--- src/verilog/exec_core_pkg.sv ---
// Purpose: constants and types shared by the instruction execute block
// Assumes: 16-bit instruction words, 21-bit byte program counter, 12-bit data address
// Notes:   register offsets are byte addresses on a 32-bit APB
`default_nettype none

package exec_core_pkg;

	// ***************************************************************
	// widths and timing
	// ***************************************************************
	localparam int unsigned PC_W         = 21;
	localparam int unsigned DADDR_W      = 12;
	localparam int unsigned QUARTER_CLKS = 1;

	// ***************************************************************
	// opcodes
	// ***************************************************************
	localparam logic [3:0]  OP_BIT_INVERT      = 4'h7;
	localparam logic [6:0]  OP_CLEAR_FILE      = 7'h35;
	localparam logic [7:0]  OP_BRANCH_OVERFLOW = 8'hE4;
	localparam logic [7:0]  OP_BRANCH_ZERO     = 8'hE0;
	localparam logic [6:0]  OP_CALL            = 7'h76;
	localparam logic [15:0] NOP_WORD           = 16'h0000;

	// ***************************************************************
	// data addressing
	// ***************************************************************
	localparam logic [7:0] LIT_OFFSET_MAX   = 8'h5F;
	localparam logic [7:0] ACCESS_SPLIT     = 8'h60;
	localparam logic [3:0] ACCESS_HIGH_BANK = 4'hF;

	// ***************************************************************
	// status and control fields
	// ***************************************************************
	localparam int unsigned ST_C     = 0;
	localparam int unsigned ST_DC    = 1;
	localparam int unsigned ST_Z     = 2;
	localparam int unsigned ST_OV    = 3;
	localparam int unsigned ST_N     = 4;
	localparam int unsigned CTRL_RUN = 0;
	localparam int unsigned CTRL_EXT = 1;

	// ***************************************************************
	// register offsets and reset values
	// ***************************************************************
	localparam logic [7:0]  REG_CTRL   = 8'h00;
	localparam logic [7:0]  REG_STATUS = 8'h04;
	localparam logic [7:0]  REG_BANK   = 8'h08;
	localparam logic [7:0]  REG_ACC    = 8'h0C;
	localparam logic [7:0]  REG_INDEX  = 8'h10;
	localparam logic [7:0]  REG_PC     = 8'h14;
	localparam logic [7:0]  REG_SHADOW = 8'h18;
	localparam logic [7:0]  REG_STACK  = 8'h1C;
	localparam logic [1:0]  CTRL_RST   = 2'h0;
	localparam logic [4:0]  STATUS_RST = 5'h00;
	localparam logic [3:0]  BANK_RST   = 4'h0;
	localparam logic [7:0]  ACC_RST    = 8'h00;
	localparam logic [11:0] INDEX_RST  = 12'h000;
	localparam logic [20:0] PC_RST     = 21'h000000;

	typedef enum logic [1:0] {ST_HALT, ST_FILL, ST_EXEC} exec_state_t;

endpackage

`default_nettype wire

--- src/verilog/exec_core_if.sv ---
// Purpose: carries quarter strobes and operand addressing between core parts
// Assumes: single clock domain
// Notes:   q is one-hot, bit 0 is the first quarter
`timescale 1ns/1ns
`default_nettype none

interface exec_core_if;
	logic        run;
	logic [3:0]  q;
	logic        access;
	logic        ext_en;
	logic [3:0]  bank;
	logic [11:0] index_base;
	logic [7:0]  file_addr;
	logic [11:0] eff_addr;

	modport phase_gen (input run, output q);
	modport addr_map (input access, ext_en, bank, index_base, file_addr, output eff_addr);
	modport exec_ctl (output run, access, ext_en, bank, index_base, file_addr, input q, eff_addr);
endinterface

`default_nettype wire

--- src/verilog/bit_toggle_branch_call_clear_exec.sv ---
// Purpose: executes bit invert, two conditional branches, call and clear file
// Assumes: prog_word and dmem_rdata come from logic on sys_clk
// Notes:   pc is the next fetch address; ir holds the prefetched word
//
// Implementation choices: the register addresses and the APB register port.
`timescale 1ns/1ns
`default_nettype none

module bit_toggle_branch_call_clear_exec #(
	parameter int unsigned QUARTER_CLKS = exec_core_pkg::QUARTER_CLKS
) (
	input  wire logic        sys_clk,
	input  wire logic        nrst,
	input  wire logic [7:0]  paddr,
	input  wire logic        psel,
	input  wire logic        penable,
	input  wire logic        pwrite,
	input  wire logic [31:0] pwdata,
	output var  logic [31:0] prdata,
	output var  logic        pready,
	output var  logic        pslverr,
	output var  logic [20:0] prog_addr,
	input  wire logic [15:0] prog_word,
	output var  logic [11:0] dmem_addr,
	output var  logic        dmem_rd,
	input  wire logic [7:0]  dmem_rdata,
	output var  logic        dmem_we,
	output var  logic [7:0]  dmem_wdata,
	output var  logic        stack_push,
	output var  logic [20:0] return_stack_top
);
	// ***************************************************************
	// state
	// ***************************************************************
	exec_core_pkg::exec_state_t state;
	exec_core_pkg::exec_state_t next_state;
	logic [1:0]  ctrl;
	logic [1:0]  next_ctrl;
	logic [4:0]  status;
	logic [4:0]  next_status;
	logic [3:0]  bank_select_register;
	logic [3:0]  next_bank_select_register;
	logic [7:0]  acc;
	logic [7:0]  next_acc;
	logic [11:0] index_base;
	logic [11:0] next_index_base;
	logic [20:0] pc;
	logic [20:0] next_pc;
	logic [15:0] ir;
	logic [15:0] next_ir;
	logic [7:0]  accumulator_shadow;
	logic [7:0]  next_accumulator_shadow;
	logic [4:0]  flags_shadow;
	logic [4:0]  next_flags_shadow;
	logic [3:0]  bank_select_shadow;
	logic [3:0]  next_bank_select_shadow;
	logic [11:0] next_dmem_addr;
	logic [7:0]  next_dmem_wdata;
	logic        next_stack_push;
	logic [20:0] next_return_stack_top;
	logic [31:0] next_prdata;
	logic        next_pslverr;

	// ***************************************************************
	// decode
	// ***************************************************************
	logic        is_exec;
	logic        bit_invert_op;
	logic        clear_file_op;
	logic        branch_on_overflow_op;
	logic        branch_on_zero_op;
	logic        call_op;
	logic        fast_save;
	logic        flag_z;
	logic        flag_ov;
	logic        take_branch;
	logic        redirect;
	logic [7:0]  file_field;
	logic [7:0]  bit_mask;
	logic [20:0] branch_target;
	logic [20:0] call_target;
	logic        apb_wr;

	exec_core_if io ();

	quarter_phase_gen #(
		.QUARTER_CLKS (QUARTER_CLKS)
	) u_phase (
		.sys_clk (sys_clk),
		.nrst    (nrst),
		.ph      (io.phase_gen)
	);

	file_addr_map u_addr (
		.am (io.addr_map)
	);

	assign is_exec = (state == exec_core_pkg::ST_EXEC);
	assign bit_invert_op = (ir[15:12] == exec_core_pkg::OP_BIT_INVERT);
	assign clear_file_op = (ir[15:9] == exec_core_pkg::OP_CLEAR_FILE);
	assign branch_on_overflow_op = (ir[15:8] == exec_core_pkg::OP_BRANCH_OVERFLOW);
	assign branch_on_zero_op = (ir[15:8] == exec_core_pkg::OP_BRANCH_ZERO);
	assign call_op = (ir[15:9] == exec_core_pkg::OP_CALL);
	assign fast_save = ir[8];
	assign flag_z = status[exec_core_pkg::ST_Z];
	assign flag_ov = status[exec_core_pkg::ST_OV];
	assign take_branch = (branch_on_overflow_op && flag_ov) || (branch_on_zero_op && flag_z);
	assign redirect = take_branch || call_op;
	assign file_field = ir[7:0];
	assign bit_mask = 8'h01 << ir[11:9];
	assign branch_target = pc + {{12{ir[7]}}, ir[7:0], 1'b0};
	assign call_target = {prog_word[11:0], ir[7:0], 1'b0};
	assign apb_wr = psel && penable && pwrite;

	assign io.run = ctrl[exec_core_pkg::CTRL_RUN];
	assign io.access = ir[8];
	assign io.ext_en = ctrl[exec_core_pkg::CTRL_EXT];
	assign io.bank = bank_select_register;
	assign io.index_base = index_base;
	assign io.file_addr = file_field;

	// ***************************************************************
	// data memory strobes
	// ***************************************************************
	assign prog_addr = pc;
	assign dmem_rd = is_exec && io.q[1] && bit_invert_op;
	assign dmem_we = is_exec && io.q[3] && (bit_invert_op || clear_file_op);
	assign pready = penable;

	// ***************************************************************
	// core sequencing and register writes
	// ***************************************************************
	always_comb begin
		next_state = state;
		next_ctrl = ctrl;
		next_status = status;
		next_bank_select_register = bank_select_register;
		next_acc = acc;
		next_index_base = index_base;
		next_pc = pc;
		next_ir = ir;
		next_accumulator_shadow = accumulator_shadow;
		next_flags_shadow = flags_shadow;
		next_bank_select_shadow = bank_select_shadow;
		next_dmem_addr = dmem_addr;
		next_dmem_wdata = dmem_wdata;
		next_stack_push = 1'b0;
		next_return_stack_top = return_stack_top;
		if (apb_wr) begin
			case (paddr)
				exec_core_pkg::REG_CTRL: next_ctrl = pwdata[1:0];
				exec_core_pkg::REG_STATUS: next_status = pwdata[4:0];
				exec_core_pkg::REG_BANK: next_bank_select_register = pwdata[3:0];
				exec_core_pkg::REG_ACC: next_acc = pwdata[7:0];
				exec_core_pkg::REG_INDEX: next_index_base = pwdata[11:0];
				exec_core_pkg::REG_PC: begin
					if (state == exec_core_pkg::ST_HALT) begin
						next_pc = {pwdata[20:1], 1'b0};
					end
				end
				default: begin
				end
			endcase
		end
		case (state)
			exec_core_pkg::ST_HALT: begin
				next_ir = exec_core_pkg::NOP_WORD;
				if (ctrl[exec_core_pkg::CTRL_RUN]) begin
					next_state = exec_core_pkg::ST_FILL;
				end
			end
			exec_core_pkg::ST_FILL, exec_core_pkg::ST_EXEC: begin
				if (!ctrl[exec_core_pkg::CTRL_RUN]) begin
					next_state = exec_core_pkg::ST_HALT;
				end else begin
					if (io.q[0]) begin
						next_dmem_addr = io.eff_addr;
					end
					if (io.q[2] && is_exec) begin
						if (bit_invert_op) begin
							next_dmem_wdata = dmem_rdata ^ bit_mask;
						end
						if (clear_file_op) begin
							next_dmem_wdata = 8'h00;
						end
						if (call_op) begin
							next_stack_push = 1'b1;
							next_return_stack_top = pc + 21'h000002;
							if (fast_save) begin
								next_accumulator_shadow = acc;
								next_flags_shadow = status;
								next_bank_select_shadow = bank_select_register;
							end
						end
					end
					if (io.q[3]) begin
						if (is_exec && clear_file_op) begin
							next_status[exec_core_pkg::ST_Z] = 1'b1;
						end
						if (is_exec && redirect) begin
							next_pc = take_branch ? branch_target : call_target;
							next_ir = exec_core_pkg::NOP_WORD;
							next_state = exec_core_pkg::ST_FILL;
						end else begin
							next_ir = prog_word;
							next_pc = pc + 21'h000002;
							next_state = exec_core_pkg::ST_EXEC;
						end
					end
				end
			end
			default: next_state = exec_core_pkg::ST_HALT;
		endcase
	end

	always_ff @(posedge sys_clk) begin
		if (!nrst) begin
			state <= exec_core_pkg::ST_HALT;
			ctrl <= exec_core_pkg::CTRL_RST;
			status <= exec_core_pkg::STATUS_RST;
			bank_select_register <= exec_core_pkg::BANK_RST;
			acc <= exec_core_pkg::ACC_RST;
			index_base <= exec_core_pkg::INDEX_RST;
			pc <= exec_core_pkg::PC_RST;
			ir <= exec_core_pkg::NOP_WORD;
			accumulator_shadow <= exec_core_pkg::ACC_RST;
			flags_shadow <= exec_core_pkg::STATUS_RST;
			bank_select_shadow <= exec_core_pkg::BANK_RST;
			dmem_addr <= exec_core_pkg::INDEX_RST;
			dmem_wdata <= exec_core_pkg::ACC_RST;
			stack_push <= 1'b0;
			return_stack_top <= exec_core_pkg::PC_RST;
		end else begin
			state <= next_state;
			ctrl <= next_ctrl;
			status <= next_status;
			bank_select_register <= next_bank_select_register;
			acc <= next_acc;
			index_base <= next_index_base;
			pc <= next_pc;
			ir <= next_ir;
			accumulator_shadow <= next_accumulator_shadow;
			flags_shadow <= next_flags_shadow;
			bank_select_shadow <= next_bank_select_shadow;
			dmem_addr <= next_dmem_addr;
			dmem_wdata <= next_dmem_wdata;
			stack_push <= next_stack_push;
			return_stack_top <= next_return_stack_top;
		end
	end

	// ***************************************************************
	// apb read path
	// ***************************************************************
	always_comb begin
		next_prdata = prdata;
		next_pslverr = pslverr;
		if (psel && !penable) begin
			next_prdata = 32'h00000000;
			next_pslverr = 1'b0;
			case (paddr)
				exec_core_pkg::REG_CTRL: next_prdata = {30'h00000000, ctrl};
				exec_core_pkg::REG_STATUS: next_prdata = {27'h0000000, status};
				exec_core_pkg::REG_BANK: next_prdata = {28'h0000000, bank_select_register};
				exec_core_pkg::REG_ACC: next_prdata = {24'h000000, acc};
				exec_core_pkg::REG_INDEX: next_prdata = {20'h00000, index_base};
				exec_core_pkg::REG_PC: next_prdata = {11'h000, pc};
				exec_core_pkg::REG_SHADOW: begin
					next_prdata = {15'h0000, bank_select_shadow, flags_shadow, accumulator_shadow};
				end
				exec_core_pkg::REG_STACK: next_prdata = {11'h000, return_stack_top};
				default: next_pslverr = 1'b1;
			endcase
		end
	end

	always_ff @(posedge sys_clk) begin
		if (!nrst) begin
			prdata <= 32'h00000000;
			pslverr <= 1'b0;
		end else begin
			prdata <= next_prdata;
			pslverr <= next_pslverr;
		end
	end
endmodule

`default_nettype wire

--- src/verilog/file_addr_map.sv ---
// Purpose: forms the 12-bit data address of a file-register operand
// Assumes: operands are stable for the whole instruction cycle
// Notes:   purely combinational
`timescale 1ns/1ns
`default_nettype none

module file_addr_map (
	exec_core_if.addr_map am
);
	logic lit_mode;

	always_comb begin
		lit_mode = !am.access && am.ext_en && (am.file_addr <= exec_core_pkg::LIT_OFFSET_MAX);
		if (am.access) begin
			am.eff_addr = {am.bank, am.file_addr};
		end else if (lit_mode) begin
			am.eff_addr = am.index_base + {4'h0, am.file_addr};
		end else if (am.file_addr < exec_core_pkg::ACCESS_SPLIT) begin
			am.eff_addr = {4'h0, am.file_addr};
		end else begin
			am.eff_addr = {exec_core_pkg::ACCESS_HIGH_BANK, am.file_addr};
		end
	end
endmodule

`default_nettype wire

--- src/verilog/quarter_phase_gen.sv ---
// Purpose: divides the core clock into four quarter strobes per instruction cycle
// Assumes: run comes from logic on the same clock
// Notes:   stopping run parks the divider at the first quarter
`timescale 1ns/1ns
`default_nettype none

module quarter_phase_gen #(
	parameter int unsigned QUARTER_CLKS = exec_core_pkg::QUARTER_CLKS
) (
	input wire logic        sys_clk,
	input wire logic        nrst,
	exec_core_if.phase_gen  ph
);
	logic [7:0] div;
	logic [7:0] next_div;
	logic [1:0] phase;
	logic [1:0] next_phase;

	always_comb begin
		next_div = div;
		next_phase = phase;
		if (!ph.run) begin
			next_div = 8'h00;
			next_phase = 2'h0;
		end else if (div == 8'(QUARTER_CLKS - 1)) begin
			next_div = 8'h00;
			next_phase = phase + 2'h1;
		end else begin
			next_div = div + 8'h01;
		end
	end

	always_ff @(posedge sys_clk) begin
		if (!nrst) begin
			div <= 8'h00;
			phase <= 2'h0;
		end else begin
			div <= next_div;
			phase <= next_phase;
		end
	end

	assign ph.q = (ph.run && div == 8'h00) ? (4'h1 << phase) : 4'h0;
endmodule

`default_nettype wire
--- config.mk ---
export PLATFORM = sky130hd
export DESIGN_NAME = bit_toggle_branch_call_clear_exec
export DESIGN_NICKNAME = d
export VERILOG_FILES = /design/src/verilog/exec_core_pkg.sv /design/src/verilog/exec_core_if.sv /design/src/verilog/bit_toggle_branch_call_clear_exec.sv /design/src/verilog/file_addr_map.sv /design/src/verilog/quarter_phase_gen.sv
export SDC_FILE = /design/constraint.sdc
export NUM_CORES = 1
export LEC_CHECK = 0
export BUFFER_PORTS_ARGS = -buffer_cell sky130_fd_sc_hd__buf_4
export CORE_UTILIZATION = 40
export DETAILED_ROUTE_END_ITERATION = 10
export PLACE_DENSITY_LB_ADDON = 0.05
export SYNTH_ARGS = -nofsm -noshare
export SYNTH_HDL_FRONTEND = slang
export SYNTH_HIERARCHICAL = 1
export SYNTH_SLANG_ARGS = --single-unit
--- constraint.sdc ---
create_clock -name sys_clk -period 7.01 [get_ports sys_clk]
set_input_delay 1.0515 -clock sys_clk [delete_from_list [all_inputs] [get_ports sys_clk]]
set_output_delay 1.0515 -clock sys_clk [all_outputs]
set_load 0.005 [all_outputs]
==> impl_metrics.yaml, run 1 <==
run_status:
  outcome: "complete, no violations"
worst_hold_path:
  hp-class: "reg -> reg"
job:
  maxCapViolations: 0
cts:
  clock_path_buffers: 2
  cts_tree: "done"
  cts_resized: 0
  cts_made_buffers: 17
  post_cts_buffers: 0
  hold_buffers: 0
  cts_htree_levels: 4
  clkSinkCount: 161
  cts.reportedPaths.clkPinSlew_ps: 70
  clock-root-buffer: "clkbuf_16"
  insertion_delay_ps: 440
floorplan:
  pin_count: 168
  start_util_pct: 40.8
  fp.dieH_um: 157
  die-area_sq_um: 24500
  die_w_um: 157
  core_sq_um: 23500
  rows: 56
yosys:
  avgSynthCellArea_sq_um: 7.90
  ys_types: 76
  async_flop_share_pct: 0
  synth-edff-count: 0
  ys_warn_count: 6
  postSynthCellCount: 1211
  ys_seq_area_share_pct: 33.7
  ys.flop_type: "dfxtp_1"
  netlist_area_sq_um: 9570
  ys_ff_latch: 161
power_and_ir_drop:
  p_leak_uw: 0.00427
  powerDensity_nw_per_um2: 171
  ir_worst_vdd_v: 0.000139
routing:
  via_per_inst: 5.62
  drc: 0
  wl_mm: 31.8
  routed-via-count: 9236
  drt_iter0_drc: 664
  ant_nets: 0
  wire_per_inst_um: 19.3
  firstDrtPassIters: 6
cells_and_area:
  nNetsFinal: 1419
  drive_above_1_share_pct: 15.8
  area_growth_pct: 18.9
  fill_cells: 2394
  post-route-util_pct: 48.5
setup_path:
  critPathKind: "in -> reg"
  cp-end-kind: "flop"
  cp-start-kind: "input pin"
  cp.arrival_ps: 3940
  path_common_cell: "buf_4"
  path_cells: "buf_4 > or4_4 > nor4_4 > buf_4 > and3_1 > mux2i_1 > o211ai_2 > o311ai_1 > a21oi_1"
  slowest_delay_ps: 710
  critPathMaxFanout: 18
  crit_slowest_cell: "and3_1"
  critPathRequiredTime_ps: 7330
timing:
  setup_tns_ps: 0
  finalCritPeriodShare_pct: 51.6
  max_freq_mhz: 277
  period_minus_slack_ps: 3610
  slew_headroom_pct: 36.6
  finalSetupViolations: 0
  rsz0062_at_grt: "false"
  skew_ps: 12.0
  hold_viol: 0
  drv_slew: 0
  worst_pin_slew_ps: 944
place:
  io_buffers: 145
  routabilityCongestion: 0.870
  dp.final_hpwl_mm: 23.2
grt:
  grt_pass1_vias: 8432
  grt_use_total_pct: 26.1
  grt_max_degree: 82
  grt_overflow: 0
  antenna_found_initial: 0
  grt_pass1_wl_mm: 48.8
state kept, by name, indices dropped and copies added (netlist names), 2 cells and up:
| register | cells |
|---|---|
| u_phase/div | 8 |
| index_base | 12 |
| return_stack_top | 21 |
| dmem_addr | 12 |
| accumulator_shadow | 8 |
| prog_addr | 21 |
| ctrl | 2 |
| acc | 8 |
| bank_select_shadow | 4 |
| ir | 16 |
| u_phase/phase | 2 |
| prdata | 21 |
| status | 5 |
| dmem_wdata | 8 |
| state | 2 |
| flags_shadow | 5 |
| bank_select_register | 4 |
synthesized netlist by cell type, types with 5 or more instances:
master    number  share of area, %
nor2_1        81               3.2
a22oi_1       47               3.7
o22ai_1        5              0.33
a21boi_0      56               4.4
nand2b_1       7              0.46
xnor2_1       25               2.3
a31oi_1        6              0.39
nand3b_1       6              0.47
buf_2         12              0.63
mux2i_1       24               2.5
ha_1          37               4.8
nor3_1        22               1.2
clkbuf_1      52               2.0
o211a_1        5              0.52
mux2_2         5              0.59
and3_1        21               1.4
a211oi_1      14               1.1
a222oi_1       5              0.52
and2_1        11              0.72
buf_4         15               1.2
nand4_1        8              0.52
xor2_1        19               1.7
inv_1         24              0.94
nand2_1      213               8.4
a21oi_1       88               4.6
dfxtp_1      161                34
nand3_1       46               2.4
o21ai_0       40               2.1
or3_1          8              0.52
o21a_1         8              0.63
nor2b_1       43               2.8
a21o_1         7              0.55
worst max-delay path: cells and delay by family:
family	cells	cell delay (ps)
buffers and inverters	2	410
and+or+nand+nor	3	1520
AOI/OAI and AO/OA	3	480
muxes	1	460
report_power, final:
group / internal, uW / total [uW] / switching (uW)
Clock: 478 / 939 / 461
Combinational: 37.5 / 91.5 / 54.0
Sequential: 915 / 916 / 0.904
cell usage in the layout, fill, tap and decap left out, types with 8 or more instances in the layout:
master / n
mux2i_1: 24
inv_1: 24
nor3_1: 22
xnor2_1: 25
a21boi_0: 56
nand4_1: 8
and2_1: 11
o21ai_0: 40
o21a_1: 8
a211oi_1: 14
clkbuf_16: 17
ha_1: 37
a21oi_1: 88
and3_1: 21
a22oi_1: 47
nor2_1: 81
dfxtp_1: 161
conb_1: 11
or3_1: 8
nor2b_1: 43
nand2_1: 213
nand3_1: 46
buf_4: 153
xor2_1: 19
layout make-up:
cell class	instances	area, sq um	share of cell area (%)
clock inverters	15	163	1.43
flip-flops and latches	161	3220	28.3
repair buffers	153	1150	10.1
clock buffers	17	425	3.74
diodes	1	2.50	0.0220
well taps	319	399	3.51
multi-input cells	954	5930	52.1
inverters	24	90.1	0.792
worst paths after layout:
check,startpoint,to,slack (ps),cells past startpoint
setup / recovery,paddr[7],prog_addr[13]$_SDFF_PN0_,3400,9
hold / removal,prdata[3]$_SDFFE_PN0P_,prdata[3]$_SDFFE_PN0P_,460,2
setup reg to reg,u_phase/div[0]$_SDFF_PP0_,bank_select_shadow[1]$_SDFFE_PN0P_,3660,11
hold reg to reg,prdata[3]$_SDFFE_PN0P_,prdata[3]$_SDFFE_PN0P_,460,2
cells by family (layout without fill, tap and decap cells):
group	count (synthesis)	in the layout	share of synthesized area, %
DFF	161	161	33.7
other	1	12	0.0392
buffers and inverters	106	209	4.90
AOI/OAI and AO/OA	331	331	23.8
muxes	29	29	3.10
xor gates and xnor gates	44	44	4.03
adders and majority gates	39	39	5.26
and+or+nand+nor	500	500	25.2
per-stage QoR:
step                      worst slack, ps  hold slack, ps  cells  total power, uW  area [sq um]
final                                3400             463   1644             1950         11400
after global routing                 3280             481   1643             2010         11400
after CTS                            3410             460   1643             1960         11400
after detailed placement             2950             449   1611             1030         10800
after global placement               3000             446   1611             1030         10800
after floorplan                      3910             440   1221              983          9600
layer usage:
layer / vias to the layer above / GRT usage, % / routed length (um)
met5: - / 0 / 0
met4: 0 / 5.88 / 390
met3: 26 / 4.24 / 1860
met2: 297 / 41.9 / 14500
met1: 4395 / 36.5 / 15000
li1: 4518 / - / -
Note: power is estimated with default switching activity, not from simulation.
==> run 2: changes to the inputs <==
- clock period: 7.01 -> 3.3 ns (I/O delays scaled with it)
==> impl_metrics.yaml, run 2 (synthesis results as in run 1) <==
job:
  maxCapViolations: 0
worst_hold_path:
  hp-class: "in -> reg"
  hold_start: "prog_word[13]"
  hold_path_depth: 3
  min_to: "ir[13]$_SDFFE_PN0P_"
timing:
  hold_viol: 0
  finalSetupViolations: 0
  fin_hold_ws_ps: 325
  max_freq_mhz: 345
  worst_pin_slew_ps: 756
  setup_slack_ps: 402
  skew_ps: 12.6
  rsz0062_at_grt: "false"
  setup_tns_ps: 0
  finalCritPeriodShare_pct: 87.8
  period_minus_slack_ps: 2900
  slew_headroom_pct: 49.6
  drv_slew: 0
cts:
  clock-root-buffer: "clkbuf_16"
  post_cts_buffers: 0
  cts_tree: "done"
  cts_resized: 0
  cts_made_buffers: 17
  insertion_delay_ps: 450
  clkSinkCount: 161
  cts_htree_levels: 4
  cts.reportedPaths.clkPinSlew_ps: 70
  hold_buffers: 0
  clock_path_buffers: 2
routing:
  firstDrtPassIters: 5
  ant_nets: 0
  wl_mm: 32.5
  drt_iter0_drc: 751
  wire_per_inst_um: 19.3
  routed-via-count: 9343
  drc: 0
  via_per_inst: 5.54
place:
  io_buffers: 145
  routabilityCongestion: 0.885
  dp.cells: 1652
  dp.final_hpwl_mm: 24.4
  pre_cts_slack_ps: 407
setup_path:
  rr_startpoint: "u_phase/div[0]$_SDFF_PP0_"
  r2r_slack_ps: 400
  cp.arrival_ps: 3280
  slowest_delay_ps: 540
  path_cells: "inv_1 > ha_1 > or3b_2 > nor2_4 > and3_1 > nand4_1 > or3_1 > nor2_1 > a22oi_1 > nor2b_1"
  critPathRequiredTime_ps: 3680
  crit_slowest_cell: "or3_1"
  critPathKind: "reg -> reg"
  critPathMaxFanout: 10
  r2r_cells: 10
  cp-end-kind: "flop"
  r2r_end: "dmem_wdata[5]$_SDFFE_PN0P_"
  cp-start-kind: "flop"
cells_and_area:
  area_growth_pct: 22.1
  layout_commonest_cell: "nand2_1"
  fill_cells: 2349
  final_cell_mix: "nand2_1, buf_4, dfxtp_1"
  final_cells: 1685
  nNetsFinal: 1460
  drive_above_1_share_pct: 18.3
grt:
  grt_max_degree: 56
  grt_overflow: 0
  grt_pass1_vias: 8618
  grt_use_total_pct: 26.7
  grt_pass1_wl_mm: 49.7
  antenna_found_initial: 2
power_and_ir_drop:
  p_leak_uw: 0.00449
  ir_worst_vdd_v: 0.000298
  powerDensity_nw_per_um2: 356
  power_uw: 4150
floorplan:
  die_w_um: 157
  core_sq_um: 23500
  fp.dieH_um: 157
  pin_count: 168
  rows: 56
  die-area_sq_um: 24500
  start_util_pct: 40.8
run_status:
  outcome: "complete, no violations"
[run 2: changes by cell type in the layout (fill, tap and decap cells not counted)]
cell | previous run | this run
buf_4 | 153 | 194
clkinv_2 | 0 | 1
clkinvlp_4 | 1 | 0
inv_6 | 4 | 2
inv_8 | 4 | 6
nor4_2 | 1 | 2
nor4_4 | 2 | 1
[run 2: routing by layer]
metal	track usage [%]	part of all wire [%]
met4	7.10	1.4
met1	37.3	47
met5	0	0
met2	42.4	45
met3	4.02	6.9
[run 2: layout make-up]
class	instances	area (sq um)	area share (%)
clock inverters	15	165	1.41
diodes	1	2.50	0.0214
repair buffers	194	1460	12.5
multi-input cells	954	5920	50.7
well taps	319	399	3.42
clock buffers	17	425	3.64
inverters	24	90.1	0.771
flip-flops and latches	161	3220	27.6
[run 2: per-stage QoR]
stage	cell area [sq um]	utilization (%)
4_1_cts	11700	49.7
5_1_grt	11700	49.7
3_3_place_gp	11100	47.2
3_5_place_dp	11100	47.2
2_1_floorplan	9600	-
6_report	11700	49.8
[run 2: report_power, final]
group          total, uW  internal, uW  switching (uW)
clock               2010          1020             994
sequential          1940          1940            1.69
combinational        196          80.3             116
[run 2: worst max path at each step]
| stage | startpoint | endpoint |
|---|---|---|
| 2_1_floorplan | u_phase/div[0]$_SDFF_PP0_ | bank_select_shadow[3]$_SDFFE_PN0P_ |
| 3_3_place_gp | u_phase/div[0]$_SDFF_PP0_ | dmem_wdata[1]$_SDFFE_PN0P_ |
| 3_5_place_dp | u_phase/div[0]$_SDFF_PP0_ | dmem_wdata[4]$_SDFFE_PN0P_ |
| 4_1_cts | u_phase/div[0]$_SDFF_PP0_ | dmem_wdata[5]$_SDFFE_PN0P_ |
| 5_1_grt | u_phase/div[0]$_SDFF_PP0_ | dmem_wdata[5]$_SDFFE_PN0P_ |
| 6_report | u_phase/div[0]$_SDFF_PP0_ | dmem_wdata[5]$_SDFFE_PN0P_ |
[run 2: critical path, delay by kind of cell (launching register included)]
family | cells | cell delay [ps]
compound gates | 1 | 130
buf+inv | 1 | 70
simple gates | 7 | 2140
flops | 1 | 350
fa+ha+maj | 1 | 150
